$ cat src/rtl/pfs_port0_regs.svh
// Register indices, reset values, fields and select codes of port 0
`ifndef PFS_PORT0_REGS_SVH
`define PFS_PORT0_REGS_SVH

// Register indices; the bus byte address is four times the index
`define PFS_IDX_DATA     16'hF210
`define PFS_IDX_DIR      16'hF211
`define PFS_IDX_CON      16'hF212
`define PFS_IDX_MODE     16'hF214
`define PFS_BADDR(idx)   ({(idx), 2'h0})

// Reset values
`define PFS_RST_DATA     8'h00
`define PFS_RST_DIR      8'h00
`define PFS_RST_CON      16'h0000
`define PFS_RST_MODE     16'h0000

// High select/config bit of pin n sits at n plus this offset
`define PFS_HI_LSB       8

// Pin function select codes (high,low)
`define PFS_CODE_GPIO    2'h0
`define PFS_CODE_RC      2'h1
`define PFS_CODE_ALT2    2'h2
`define PFS_CODE_ALT3    2'h3

// Pins on which the two upper codes are prohibited
`define PFS_ALT2_BAD     6'h38
`define PFS_ALT3_BAD     6'h30

// Bus answer latency in clock cycles after the request first appears
`define PFS_BUS_LAT      1

`endif

$ cat src/rtl/pfs_pkg.sv
// Types shared by the port 0 function select design
package pfs_pkg;

  // Drive/pull configuration code (high,low)
  typedef enum logic [1:0] {
    DRV_HIZ  = 2'h0,
    DRV_PCH  = 2'h1,
    DRV_NCH  = 2'h2,
    DRV_CMOS = 2'h3
  } pfs_drive_e;

  // Bus slave states, one-hot
  typedef enum logic [1:0] {
    BUS_IDLE = 2'h1,
    BUS_ACK  = 2'h2
  } pfs_bus_e;

  // Output source chosen for one pin
  typedef struct packed {
    logic drive;
    logic val;
    logic prohib;
  } pfs_src_s;

endpackage : pfs_pkg

$ cat src/rtl/pfs_pad_if.sv
// Per-pin carrier between the register block and a pad cell
`timescale 1ns/1ps
`default_nettype none
interface pfs_pad_if
  import pfs_pkg::*;
();
  logic       dir;
  pfs_drive_e cfg;
  pfs_src_s   src;
  logic       pin_out;
  logic       pin_oe;
  logic       pull_up;
  logic       pull_down;

  modport ctl (output dir, cfg, src,
               input  pin_out, pin_oe, pull_up, pull_down);
  modport pad (input  dir, cfg, src,
               output pin_out, pin_oe, pull_up, pull_down);
endinterface : pfs_pad_if
`default_nettype wire

$ cat src/rtl/pfs_pad_cell.sv
// One pad cell: direction, drive type, pulls and prohibited-code hold
`timescale 1ns/1ps
`default_nettype none
module pfs_pad_cell
  import pfs_pkg::*;
(
  input  wire logic ref_clk_in,
  input  wire logic rst_in,
  pfs_pad_if.pad    pad
);

  logic out_r, out_nxt;
  logic oe_r, oe_nxt;
  logic pu_r, pu_nxt;
  logic pd_r, pd_nxt;

  // Pad control from direction, drive type and source
  always_comb begin
    out_nxt = 1'h0;
    oe_nxt  = 1'h0;
    pu_nxt  = 1'h0;
    pd_nxt  = 1'h0;
    if (pad.dir) begin
      pu_nxt = (pad.cfg == DRV_NCH);
      pd_nxt = (pad.cfg == DRV_PCH);
    end else if (pad.src.prohib) begin
      // Data ignored; N-ch and CMOS hold low, others float
      oe_nxt = (pad.cfg == DRV_NCH) || (pad.cfg == DRV_CMOS);
    end else if (pad.src.drive) begin
      case (pad.cfg)
        DRV_PCH: begin
          out_nxt = 1'h1;
          oe_nxt  = pad.src.val;
        end
        DRV_NCH: begin
          oe_nxt  = ~pad.src.val;
        end
        DRV_CMOS: begin
          out_nxt = pad.src.val;
          oe_nxt  = 1'h1;
        end
        default: begin
          oe_nxt  = 1'h0;
        end
      endcase
    end
  end

  // Pad outputs registered; reset leaves high-impedance output
  always_ff @(posedge ref_clk_in or posedge rst_in) begin
    if (rst_in) begin
      out_r <= 1'h0;
      oe_r  <= 1'h0;
      pu_r  <= 1'h0;
      pd_r  <= 1'h0;
    end else begin
      out_r <= out_nxt;
      oe_r  <= oe_nxt;
      pu_r  <= pu_nxt;
      pd_r  <= pd_nxt;
    end
  end

  assign pad.pin_out   = out_r;
  assign pad.pin_oe    = oe_r;
  assign pad.pull_up   = pu_r;
  assign pad.pull_down = pd_r;
endmodule : pfs_pad_cell
`default_nettype wire

$ cat src/rtl/pfs_port0_fsel.sv
// Port 0 pin function select, direction, drive and data registers
`timescale 1ns/1ps
`default_nettype none
`include "pfs_port0_regs.svh"
// What this block does
// 16-bit select register, reset zero, byte or word writes, low/high bits.
// Pin 0: gpio, RC waveform input, serial data out, UART receive.
// Pin 1: gpio, RC reference capacitor, serial data in, UART transmit.
// Pin 2: gpio, RC sensor pin, serial clock, timer output zero.
// Pin 3: gpio, RC reference resistor, prohibited, timer output one.
// Pin 4: gpio, RC resistor/capacitor sensor; upper two codes prohibited.
// Pin 5: gpio, RC oscillation monitor; upper two codes prohibited.
// Prohibited code in output mode ignores data; float or hold low.
// Each pin chooses output or input from its direction bit.
// Output drive: high-impedance, P-channel, N-channel open drain or CMOS.
// Input mode: high-impedance, pull-down or pull-up per pin.
// After reset every pin is a high-impedance output.
// Output mode drives each pin from its data register bit.
// Input mode data read returns the present pin level.
// Code zero also serves analog inputs and external interrupts.
// Software sets analog pins hi-z output, interrupt pins input.
// Software sets RC pins hi-z input and RC codes first.
// Config code 00 hi-z, 01 P-ch/pull-down, 10 N-ch/pull-up, 11 CMOS.
// Direction bit zero is output and reset value; one is input.
// Peripheral output reaches a pin only when selected; levels always.
module pfs_port0_fsel
  import pfs_pkg::*;
#(
  parameter int ADDR_W = 18
) (
  input  wire logic              ref_clk_in,
  input  wire logic              rst_in,
  input  wire logic [ADDR_W-1:0] avs_address_in,
  input  wire logic              avs_read_in,
  input  wire logic              avs_write_in,
  input  wire logic [3:0]        avs_byteenable_in,
  input  wire logic [31:0]       avs_writedata_in,
  output logic      [31:0]       avs_readdata_out,
  output logic                   avs_waitrequest_out,
  input  wire logic [5:0]        pin_in,
  output logic      [5:0]        pin_out,
  output logic      [5:0]        pin_oe_out,
  output logic      [5:0]        pin_pull_up_out,
  output logic      [5:0]        pin_pull_down_out,
  output logic      [5:0]        pin_level_out,
  input  wire logic              sync_serial_data_out_in,
  input  wire logic              sync_serial_clock_in,
  input  wire logic              sync_serial_clock_oe_in,
  input  wire logic              uart_transmit_out_in,
  input  wire logic              timer_output_zero_in,
  input  wire logic              timer_output_one_in,
  input  wire logic [5:0]        rc_drive_in,
  input  wire logic [5:0]        rc_drive_oe_in
);

  pfs_bus_e    state_r, state_nxt;
  logic [7:0]  data_r, data_nxt;
  logic [7:0]  dir_r, dir_nxt;
  logic [15:0] con_r, con_nxt;
  logic [15:0] mode_r, mode_nxt;
  logic [31:0] rdata_r, rdata_nxt;
  logic [5:0]  level_r, level_nxt;
  logic        req;
  logic        commit_wr;
  logic [5:0]  alt2_val, alt2_en, alt3_val, alt3_en;
  logic [15:0] rd_mux;

  // Pins on which codes 10 and 11 are prohibited, one bit per pin
  localparam logic [5:0] ALT2_BAD = `PFS_ALT2_BAD;
  localparam logic [5:0] ALT3_BAD = `PFS_ALT3_BAD;

  // Merge written byte lanes into a 16-bit register
  function automatic logic [15:0] merge16(input logic [15:0] old,
                                          input logic [15:0] wd,
                                          input logic [1:0]  be);
    logic [15:0] res;
    res = old;
    if (be[0]) begin
      res[7:0] = wd[7:0];
    end
    if (be[1]) begin
      res[15:8] = wd[15:8];
    end
    return res;
  endfunction : merge16

  // Output source of one pin from its select code
  function automatic pfs_src_s route_pin(input int         p,
                                         input logic [1:0] code,
                                         input logic [7:0] dat);
    pfs_src_s s;
    s = '{drive: 1'h0, val: 1'h0, prohib: 1'h0};
    case (code)
      `PFS_CODE_GPIO: begin
        s.drive = 1'h1;
        s.val   = dat[p];
      end
      `PFS_CODE_RC: begin
        s.drive = rc_drive_oe_in[p];
        s.val   = rc_drive_in[p];
      end
      `PFS_CODE_ALT2: begin
        s.prohib = ALT2_BAD[p];
        s.drive  = alt2_en[p];
        s.val    = alt2_val[p];
      end
      `PFS_CODE_ALT3: begin
        s.prohib = ALT3_BAD[p];
        s.drive  = alt3_en[p];
        s.val    = alt3_val[p];
      end
      default: begin
        s.drive = 1'h0;
      end
    endcase
    return s;
  endfunction : route_pin

  // Peripheral outputs per pin for codes 10 and 11
  // Pin 0 serial data out, pin 2 serial clock; see R2
  assign alt2_en  = {3'h0, sync_serial_clock_oe_in, 1'h0, 1'h1};
  assign alt2_val = {3'h0, sync_serial_clock_in, 1'h0,
                     sync_serial_data_out_in};
  // Pin 1 UART transmit, pins 2 and 3 timer outputs; see R3
  assign alt3_en  = 6'h0E;
  assign alt3_val = {2'h0, timer_output_one_in, timer_output_zero_in,
                     uart_transmit_out_in, 1'h0};

  // Bus request decode and answer
  assign req                 = avs_read_in || avs_write_in;
  assign commit_wr           = (state_r == BUS_ACK) && avs_write_in;
  assign avs_waitrequest_out = req && (state_r != BUS_ACK);
  assign avs_readdata_out    = rdata_r;
  assign pin_level_out       = level_r;

  // Read data mux; data reads pin level in input mode
  always_comb begin
    rd_mux = 16'h0000;
    if (avs_address_in == `PFS_BADDR(`PFS_IDX_DATA)) begin
      rd_mux = {8'h00, data_r[7:6],
                (dir_r[5:0] & pin_in) | (~dir_r[5:0] & data_r[5:0])};
    end else if (avs_address_in == `PFS_BADDR(`PFS_IDX_DIR)) begin
      rd_mux = {8'h00, dir_r};
    end else if (avs_address_in == `PFS_BADDR(`PFS_IDX_CON)) begin
      rd_mux = con_r;
    end else if (avs_address_in == `PFS_BADDR(`PFS_IDX_MODE)) begin
      rd_mux = mode_r;
    end
  end

  // Next state of bus slave, registers and pin levels
  always_comb begin
    state_nxt = state_r;
    data_nxt  = data_r;
    dir_nxt   = dir_r;
    con_nxt   = con_r;
    mode_nxt  = mode_r;
    rdata_nxt = rdata_r;
    level_nxt = pin_in;  // see R15
    case (state_r)
      BUS_IDLE: begin
        if (req) begin
          state_nxt = BUS_ACK;
          rdata_nxt = {16'h0000, rd_mux};
        end
      end
      BUS_ACK: begin
        state_nxt = BUS_IDLE;
      end
      default: begin
        state_nxt = BUS_IDLE;
      end
    endcase
    if (commit_wr) begin
      if (avs_address_in == `PFS_BADDR(`PFS_IDX_DATA) &&
          avs_byteenable_in[0]) begin
        data_nxt = avs_writedata_in[7:0];
      end
      if (avs_address_in == `PFS_BADDR(`PFS_IDX_DIR) &&
          avs_byteenable_in[0]) begin
        dir_nxt = avs_writedata_in[7:0];
      end
      if (avs_address_in == `PFS_BADDR(`PFS_IDX_CON)) begin
        con_nxt = merge16(con_r, avs_writedata_in[15:0],
                          avs_byteenable_in[1:0]);
      end
      if (avs_address_in == `PFS_BADDR(`PFS_IDX_MODE)) begin
        mode_nxt = merge16(mode_r, avs_writedata_in[15:0],
                           avs_byteenable_in[1:0]);
      end
    end
  end

  // Register state; reset gives output mode, high-impedance drive
  always_ff @(posedge ref_clk_in or posedge rst_in) begin
    if (rst_in) begin
      state_r <= BUS_IDLE;
      data_r  <= `PFS_RST_DATA;
      dir_r   <= `PFS_RST_DIR;  // see R12
      con_r   <= `PFS_RST_CON;
      mode_r  <= `PFS_RST_MODE;
      rdata_r <= 32'h00000000;
      level_r <= 6'h00;
    end else begin
      state_r <= state_nxt;
      data_r  <= data_nxt;
      dir_r   <= dir_nxt;
      con_r   <= con_nxt;
      mode_r  <= mode_nxt;
      rdata_r <= rdata_nxt;
      level_r <= level_nxt;
    end
  end

  // One pad cell per pin, fed through the carrier
  for (genvar g = 0; g < 6; g++) begin : g_pin
    pfs_pad_if pad_if ();

    assign pad_if.dir = dir_r[g];
    assign pad_if.cfg = pfs_drive_e'({con_r[g + `PFS_HI_LSB], con_r[g]});
    // Procedural, so peripheral inputs read inside the function wake it
    always_comb begin
      pad_if.src = route_pin(g, {mode_r[g + `PFS_HI_LSB],
                                 mode_r[g]}, data_r);
    end

    pfs_pad_cell u_pad (
      .ref_clk_in (ref_clk_in),
      .rst_in     (rst_in),
      .pad        (pad_if.pad)
    );

    assign pin_out[g]           = pad_if.pin_out;
    assign pin_oe_out[g]        = pad_if.pin_oe;
    assign pin_pull_up_out[g]   = pad_if.pull_up;
    assign pin_pull_down_out[g] = pad_if.pull_down;
  end
endmodule : pfs_port0_fsel
`default_nettype wire

$ cat config.mk
export PLATFORM = sky130hd
export DESIGN_NAME = pfs_port0_fsel
export DESIGN_NICKNAME = d
export VERILOG_FILES = /design/src/rtl/pfs_pkg.sv /design/src/rtl/pfs_pad_if.sv /design/src/rtl/pfs_pad_cell.sv /design/src/rtl/pfs_port0_fsel.sv
export VERILOG_INCLUDE_DIRS = /design/src /design/src/rtl
export SDC_FILE = /design/constraint.sdc
export NUM_CORES = 1
export LEC_CHECK = 0
export ABC_AREA = 1
export CORE_MARGIN = 1.5
export CORE_UTILIZATION = 59
export DETAILED_ROUTE_END_ITERATION = 8
export DONT_BUFFER_PORTS = 1
export HOLD_SLACK_MARGIN = 0.03
export MAX_ROUTING_LAYER = met4
export PLACE_DENSITY = 0.73
export SYNTH_ARGS = -nofsm -noshare
export SYNTH_HDL_FRONTEND = slang
export SYNTH_HIERARCHICAL = 1
export SYNTH_SLANG_ARGS = --single-unit
$ cat constraint.sdc
create_clock -name ref_clk_in -period 5.35 [get_ports ref_clk_in]
set_input_delay 0.535 -clock ref_clk_in [delete_from_list [all_inputs] [get_ports ref_clk_in]]
set_output_delay 0.535 -clock ref_clk_in [all_outputs]
set_load 0.01 [all_outputs]
==> results of run 1 <==
## worst max path at each step
stage                        from                  end  slack (ns)  cells after the start
2_1_floorplan              rst_in  avs_readdata_out[0]        2.99                      1
3_3_place_gp   avs_address_in[16]             dir_r[7]        3.19                      9
3_5_place_dp   avs_address_in[16]             dir_r[2]        3.11                      9
4_1_cts        avs_address_in[16]             dir_r[1]        3.49                      9
5_1_grt        avs_address_in[16]             dir_r[3]        3.35                      9
6_report       avs_address_in[16]             dir_r[1]        3.46                      9
## final cells by class
class / instances / area, µm² / share of cell area, %
clock inverter: 1 / 30.03 / 0.5884
sequential: 96 / 2404 / 47.10
multi-input combinational: 377 / 2057 / 40.30
inverter: 81 / 305.3 / 5.982
clock buffer: 11 / 151.4 / 2.966
timing repair buffer: 3 / 25.02 / 0.4903
tap: 105 / 131.4 / 2.574
## timing repair
item                                   CTS  global route
resized for setup                        0             0
hold buffers                             1             0
endpoints found under the hold margin   24             0
## sequential cells by signal, summed over array words and instances (netlist names)
name                       cells
g_pin.u_pad/pad.pin_out        6
pin_level_out                  6
state_r                        2
g_pin.u_pad/pad.pin_oe         6
g_pin.u_pad/pad.pull_down      6
data_r                         8
mode_r                        16
dir_r                          8
con_r                         16
g_pin.u_pad/pad.pull_up        6
avs_readdata_out              16
## power by group
part	internal, mW	total [mW]	leakage (nW)	switching (mW)
Sequential	0.737	0.745	1.28	0.00730
Combinational	0.0204	0.124	1.22	0.104
Clock	0.232	0.460	0.0932	0.228
## metrics by stage
| stage | setup WS, ns | instances | cell area, µm² | total power, mW |
|---|---|---|---|---|
| floorplan | 2.992 | 610 | 5169 | 0.8542 |
| CTS | 3.488 | 674 | 5104 | 1.337 |
| finish | 3.462 | 674 | 5104 | 1.328 |
| detailed placement | 3.110 | 661 | 4912 | 0.8827 |
| global placement | 3.193 | 661 | 4912 | 0.8774 |
| global route | 3.352 | 674 | 5104 | 1.383 |
## logic make-up after synthesis
group / count (synthesis) / share of synthesized area [%]
simple gates: 263 / 25.95
buf+inv: 137 / 13.88
flops: 96 / 47.12
compound gates: 95 / 12.98
other cells: 1 / 0.07351
## routing by layer
layer / GRT usage (%) / vias up / part of all wire (%)
met5: - / - / 0
li1: - / 1801 / -
met2: 40.43 / 143 / 49
met3: 5.134 / 13 / 6.4
met1: 34.36 / 1776 / 43
met4: 8.211 / 0 / 1.5
## layout by cell type, fill, tap and decap left out, drive strengths merged
| cell type | n |
|---|---|
| nand3b | 1 |
| dlygate4sd3 | 1 |
| o2111ai | 1 |
| o22ai | 5 |
| o311ai | 1 |
| nand4 | 44 |
| o21ai | 63 |
| nand3 | 15 |
| nor2 | 47 |
| conb | 19 |
| buf | 2 |
| clkbuf | 11 |
| nor3 | 3 |
| inv | 80 |
| bufinv | 1 |
| dfstp | 1 |
| dfrtp | 95 |
| a21oi | 25 |
| nand2 | 153 |
| clkinv | 1 |
==> impl_summary.log, run 1 <==
INFO  metric run_status = finished, final reports clean
INFO  metric synth_area = 0.005101 mm²
INFO  metric route.final.wire_length = 11090 µm
INFO  metric max_stage_delay = 0.40 ns
INFO  metric syn2layout_area_growth = 0.04897%
INFO  metric routed-via-count = 3733
INFO  metric clock-sinks = 96
INFO  metric fmaxAchievable = 0.5297 GHz
INFO  metric core-area = 0.008299 mm²
INFO  metric final_core_utilization = 61.50%
INFO  metric drive_above_1_share = 17.75%
INFO  metric initial_utilization = 61.47%
INFO  metric syn_avg_cell_area = 8.617 µm²
INFO  metric max_cap_viol_count = 0
INFO  metric max_slew.worst_pin.slew = 0.9069 ns
INFO  metric ctsRootBufferMaster = clkbuf_8
INFO  metric post_synth_edffs = 0
INFO  metric hold_slack = 0.2019 ns
INFO  metric finalSetupViolCount = 0
INFO  metric post-route-min-period = 1.888 ns
INFO  metric postSynth.topFlopCell = dfrtp_1
INFO  metric post_synth_inst_count = 592
INFO  metric yosysSeqAreaShare = 47.12%
INFO  metric final_hold_viol_count = 0
INFO  metric crit_path_max_fanout = 32
INFO  metric tritoncts.num_buffers = 9
INFO  metric yosys.cell_count.top_type = nand2_1
INFO  metric synth_largest_type_area_fraction = 46.60%
INFO  metric power.ir.vdd_worst = 0.1256 mV
INFO  metric r2r_start = state_r[0]
INFO  metric grt_pass1_wl = 17310 µm
INFO  metric port_buffers = 0
INFO  metric drtPass1Iterations = 5
INFO  metric path_cells = nand2_1 -> inv_2 -> nand2_1 -> nor2_4 -> nand2_2 -> nor2_2 -> nand2_2 -> nand2_1 -> o21ai_2
INFO  metric fp.dieH = 95.99 µm
INFO  metric r2r_slack = 3.72 ns
INFO  metric dr.first_iter.drc_count = 270
INFO  metric post_cts_buffers = 0
INFO  metric nets = 650
INFO  metric ctsLongestPathBuffers = 2
INFO  metric crit-reg2reg-capture = data_r[6]
INFO  metric grt_start_max_net_pins = 73
INFO  metric drt_drc_violations_left = 0
INFO  metric rsz_0062_raised_after_global_routing = false
INFO  metric avgRoutedWirePerCell = 16.46 µm
INFO  metric maxSlewViolCount = 0
INFO  metric synth.top_cells.by_area = dfrtp_1, nand2_1, o21ai_2, buf_4, inv_1
INFO  metric start_kind = primary input
INFO  metric hold_start = pin_in[5]
INFO  metric die_area = 0.009213 mm²
INFO  metric whs_endpoint = pin_level_out[5]
INFO  metric setup.worst_path.end_class = flip-flop
INFO  metric synth.yosys.warnings = 6
INFO  metric die_width = 95.99 µm
INFO  metric crit_arrival = 2.12 ns
INFO  metric synth-async-reset-ratio = 100.0%
INFO  metric pwr_density_cell = 260.3 mW/mm²
INFO  metric yosysUniqueCellTypes = 34
INFO  metric place_hpwl = 7673 µm
INFO  metric clock_tree_from_tritoncts = yes
INFO  metric finalWeightedCongestion = 0.8521
INFO  metric min_path_cells = 0
INFO  metric io_pins = 145
INFO  metric overflow_after_grt = 0
INFO  metric yosys_register_bits = 96
INFO  metric insertion_delay = 0.35 ns
INFO  metric logic_depth_of_the_worst_register_to_register_path = 6
INFO  metric grt_antenna_before_repair = 0
INFO  metric post_drt_via_cell_ratio = 5.539
INFO  metric worstHoldPathType = in -> reg
INFO  metric synth_area_leader_cell = dfrtp_1
INFO  metric critical_path_buf_inv_count = 1
INFO  metric ant_nets = 0
INFO  metric timing.critical_path.slowest_stage_cell = inv_2
INFO  metric critical-path-top-cell-by-count = nand2_1
INFO  metric grt_pass1_vias = 3420
INFO  metric timing.clock.skew = 0.008394 ns
INFO  metric timing.critical_path.required = 5.58 ns
INFO  metric worst_path_dominant_cell_family = simple AND/OR/NAND/NOR gates
INFO  metric total_leakage_power = 2.588 nW
INFO  metric synth.top_cells.by_count = nand2_1, dfrtp_1, inv_1, nand4_1
INFO  metric timing_worst_setup_path_type = in -> reg
INFO  metric layout_worst_path_cycle_share = 35.29%
INFO  metric grt_use_total = 25.99%
INFO  metric placement_rows = 33
INFO  metric layout.filler_cells = 724
INFO  metric path_clk_slew = 0.09 ns
INFO  metric cts.htree.levels = 3
INFO  metric diodes = 0
INFO  metric setup-tns-final = 0 ns
INFO  metric relSlewSlack = 39.54%
No activity file was read; power rests on OpenSTA's default activity.
==> inputs of run 2 (changes only) <==
- clock period: 5.35 -> 1.8 ns (I/O delays scaled with it)
==> impl_summary.log, run 2 (synthesis gave the netlist of run 1 again) <==
INFO  metric r2r_start = state_r[0] (unchanged)
INFO  metric pwr_density_cell = 749.1 mW/mm² (was 260.3 mW/mm²)
INFO  metric grt_use_total = 26.94% (was 25.99%)
INFO  metric crit_path_max_fanout = 16 (was 32)
INFO  metric final_hold_viol_count = 0 (unchanged)
INFO  metric overflow_after_grt = 0 (unchanged)
INFO  metric placement.cell_area = 0.004996 mm² (was 0.004912 mm²)
INFO  metric power.ir.vdd_worst = 0.4404 mV (was 0.1256 mV)
INFO  metric maxSlewViolCount = 0 (unchanged)
INFO  metric fmaxAchievable = 0.6535 GHz
INFO  metric placement_rows = 33 (unchanged)
INFO  metric ant_nets = 0 (unchanged)
INFO  metric grt_start_max_net_pins = 37 (was 73)
INFO  metric rsz_0062_raised_after_global_routing = false (unchanged)
INFO  metric start_kind = flip-flop (was primary input)
INFO  metric post_cts_buffers = 0 (unchanged)
INFO  metric hold_slack = 0.07702 ns (was 0.2019 ns)
INFO  metric swShare = 27.23% (was 25.51%)
INFO  metric port_buffers = 0 (unchanged)
INFO  metric nets = 681 (was 650)
INFO  metric finalWorstSetupSlack = 0.2699 ns (was 3.462 ns)
INFO  metric max_slew.worst_pin.slew = 0.5529 ns (was 0.9069 ns)
INFO  metric timing.critical_path.slowest_stage_cell = dfstp_2 (was inv_2)
INFO  metric final-instance-count-excl-fill = 709 (was 674)
INFO  metric cts.htree.levels = 3 (unchanged)
INFO  metric drt_drc_violations_left = 0 (unchanged)
INFO  metric tritoncts.num_buffers = 9 (unchanged)
INFO  metric layout.filler_cells = 680 (was 724)
INFO  metric pwr-share-seq = 54.5% (was 56.1%)
INFO  metric max_cap_viol_count = 0 (unchanged)
INFO  metric finalWeightedCongestion = 0.8316 (was 0.8521)
INFO  metric post_drt_via_cell_ratio = 5.467 (was 5.539)
INFO  metric path_cells = inv_2 -> nand3_1 -> nor2_4 -> nand2_2 -> nand2_1 -> o21ai_2 (was nand2_1 -> inv_2 -> nand2_1 -> nor2_4 -> nand2_2 -> nor2_2 -> nand2_2 -> nand2_1 -> o21ai_2)
INFO  metric critical_path.startpoint = state_r[0] (was avs_address_in[16])
INFO  metric critical_path_buf_inv_count = 1 (unchanged)
INFO  metric drtPass1Iterations = 5 (unchanged)
INFO  metric insertion_delay = 0.37 ns (was 0.35 ns)
INFO  metric grt_pass1_vias = 3779 (was 3420)
INFO  metric hold_start = rc_drive_oe_in[0] (was pin_in[5])
INFO  metric relSlewSlack = 62.67% (was 39.54%)
INFO  metric intPower = 2.953 mW (was 989.4 µW)
INFO  metric ctsRootBufferMaster = clkbuf_8 (unchanged)
INFO  metric grt_antenna_before_repair = 0 (unchanged)
INFO  metric post-place-cells = 670 (was 661)
INFO  metric clock-sinks = 96 (unchanged)
INFO  metric avgRoutedWirePerCell = 15.83 µm (was 16.46 µm)
INFO  metric clock_tree_from_tritoncts = yes (unchanged)
INFO  metric initial_utilization = 61.47% (unchanged)
INFO  metric syn2layout_area_growth = 6.181% (was 0.04897%)
INFO  metric post-route-min-period = 1.530 ns
INFO  metric path_clk_slew = 0.10 ns (was 0.09 ns)
INFO  metric timing_worst_setup_path_type = reg -> reg (was in -> reg)
INFO  metric finalSetupViolCount = 0 (unchanged)
INFO  metric stdcell_area = 0.005416 mm² (was 0.005104 mm²)
INFO  metric power = 4.057 mW (was 1.328 mW)
INFO  metric run_status = finished, final reports clean (unchanged)
INFO  metric diodes = 0 (unchanged)
INFO  metric setup.worst_path.end_class = flip-flop (unchanged)
INFO  metric route.final.wire_length = 11220 µm (was 11090 µm)
INFO  metric place_hpwl = 7986 µm (was 7673 µm)
INFO  metric final_common_cell = nand2_1 (unchanged)
INFO  metric timing.clock.skew = 0.01089 ns (was 0.008394 ns)
INFO  metric fp.dieH = 95.99 µm (unchanged)
INFO  metric dr.first_iter.drc_count = 232 (was 270)
INFO  metric io_pins = 145 (unchanged)
INFO  metric die_width = 95.99 µm (unchanged)
INFO  metric worstHoldPathType = in -> reg (unchanged)
INFO  metric layout_common_cells = nand2_1, dfrtp_1, inv_1 (unchanged)
INFO  metric worst_path_dominant_cell_family = simple AND/OR/NAND/NOR gates (unchanged)
INFO  metric max_stage_delay = 0.38 ns (was 0.40 ns)
INFO  metric core-area = 0.008299 mm² (unchanged)
INFO  metric final_core_utilization = 65.26% (was 61.50%)
INFO  metric placement.setup.worst_slack = 0.2767 ns (was 3.110 ns)
INFO  metric clock_power_share = 34.7% (was 34.6%)
INFO  metric layout_worst_path_cycle_share = 85.01%
INFO  metric routed-via-count = 3876 (was 3733)
INFO  metric ctsLongestPathBuffers = 2 (unchanged)
INFO  metric power_switching = 1.105 mW (was 338.8 µW)
INFO  metric setup-tns-final = 0 ns (unchanged)
INFO  metric timing.critical_path.required = 2.04 ns (was 5.58 ns)
INFO  metric power.share.combinational = 10.8% (was 9.3%)
INFO  metric crit_arrival = 1.77 ns (was 2.12 ns)
INFO  metric die_area = 0.009213 mm² (unchanged)
INFO  metric total_leakage_power = 2.724 nW (was 2.588 nW)
INFO  metric drive_above_1_share = 18.54% (was 17.75%)
INFO  metric grt_pass1_wl = 18090 µm (was 17310 µm)
[run 2: changes by cell type in the layout (fill, tap and decap cells not counted), sizes merged]
cell	previous run	this run
clkinv	1	2
dlygate4sd3	1	23
buf	2	11
clkinvlp	0	3
[run 2: final timing paths]
kind | end | slack (ns) | depth (start not counted)
min reg2reg | mode_r[15] | 0.49 | 2
max in group asynchronous | mode_r[6] | 0.68 | 3
max | dir_r[6] | 0.27 | 6
min | g_pin[0].u_pad/pad.pin_oe | 0.08 | 4
max reg2reg | dir_r[6] | 0.27 | 6
min in group asynchronous | g_pin[2].u_pad/pad.pin_oe | 0.38 | 2
[run 2: power groups by stage]
stage	logic (mW)	registers [mW]	clock network, mW
floorplan	0.288	2.25	0
global placement	0.379	2.26	0
detailed placement	0.387	2.26	0
CTS	0.435	2.21	1.44
global route	0.481	2.22	1.51
finish	0.437	2.21	1.41
[run 2: layer usage]
| layer | routed length [µm] | global-route usage (%) | up-vias | part of all wire, % |
|---|---|---|---|---|
| met2 | 5563 | 42.90 | 150 | 50 |
| li1 | - | - | 1869 | - |
| met3 | 748 | 5.608 | 23 | 6.7 |
| met4 | 225 | 9.804 | 0 | 2.0 |
| met1 | 4684 | 34.02 | 1834 | 42 |
| met5 | 0 | - | - | 0 |
[run 2: final cells by class]
type	count	area [µm²]	area share, %
Clock buffer	11	131.4	2.426
Sequential cell	96	2404	44.38
Tap cell	105	131.4	2.426
Multi-Input combinational cell	377	2057	37.98
Clock inverter	5	58.81	1.086
Inverter	81	309.0	5.706
Timing Repair Buffer	34	325.3	6.006
[run 2: worst reg2reg max path: cells and delay by family (launching register included)]
family                 cells  cell delay (ns)
buffers and inverters      1             0.06
AND/OR/NAND/NOR            4             0.91
AO/OA/AOI/OAI              1             0.06
flip-flops                 1             0.38
[run 2: what timing repair did]
action / in CTS / in global routing
hold buffers: 23 / 0
endpoints found under the hold margin: 92 / 0
resized for setup: 0 / 0
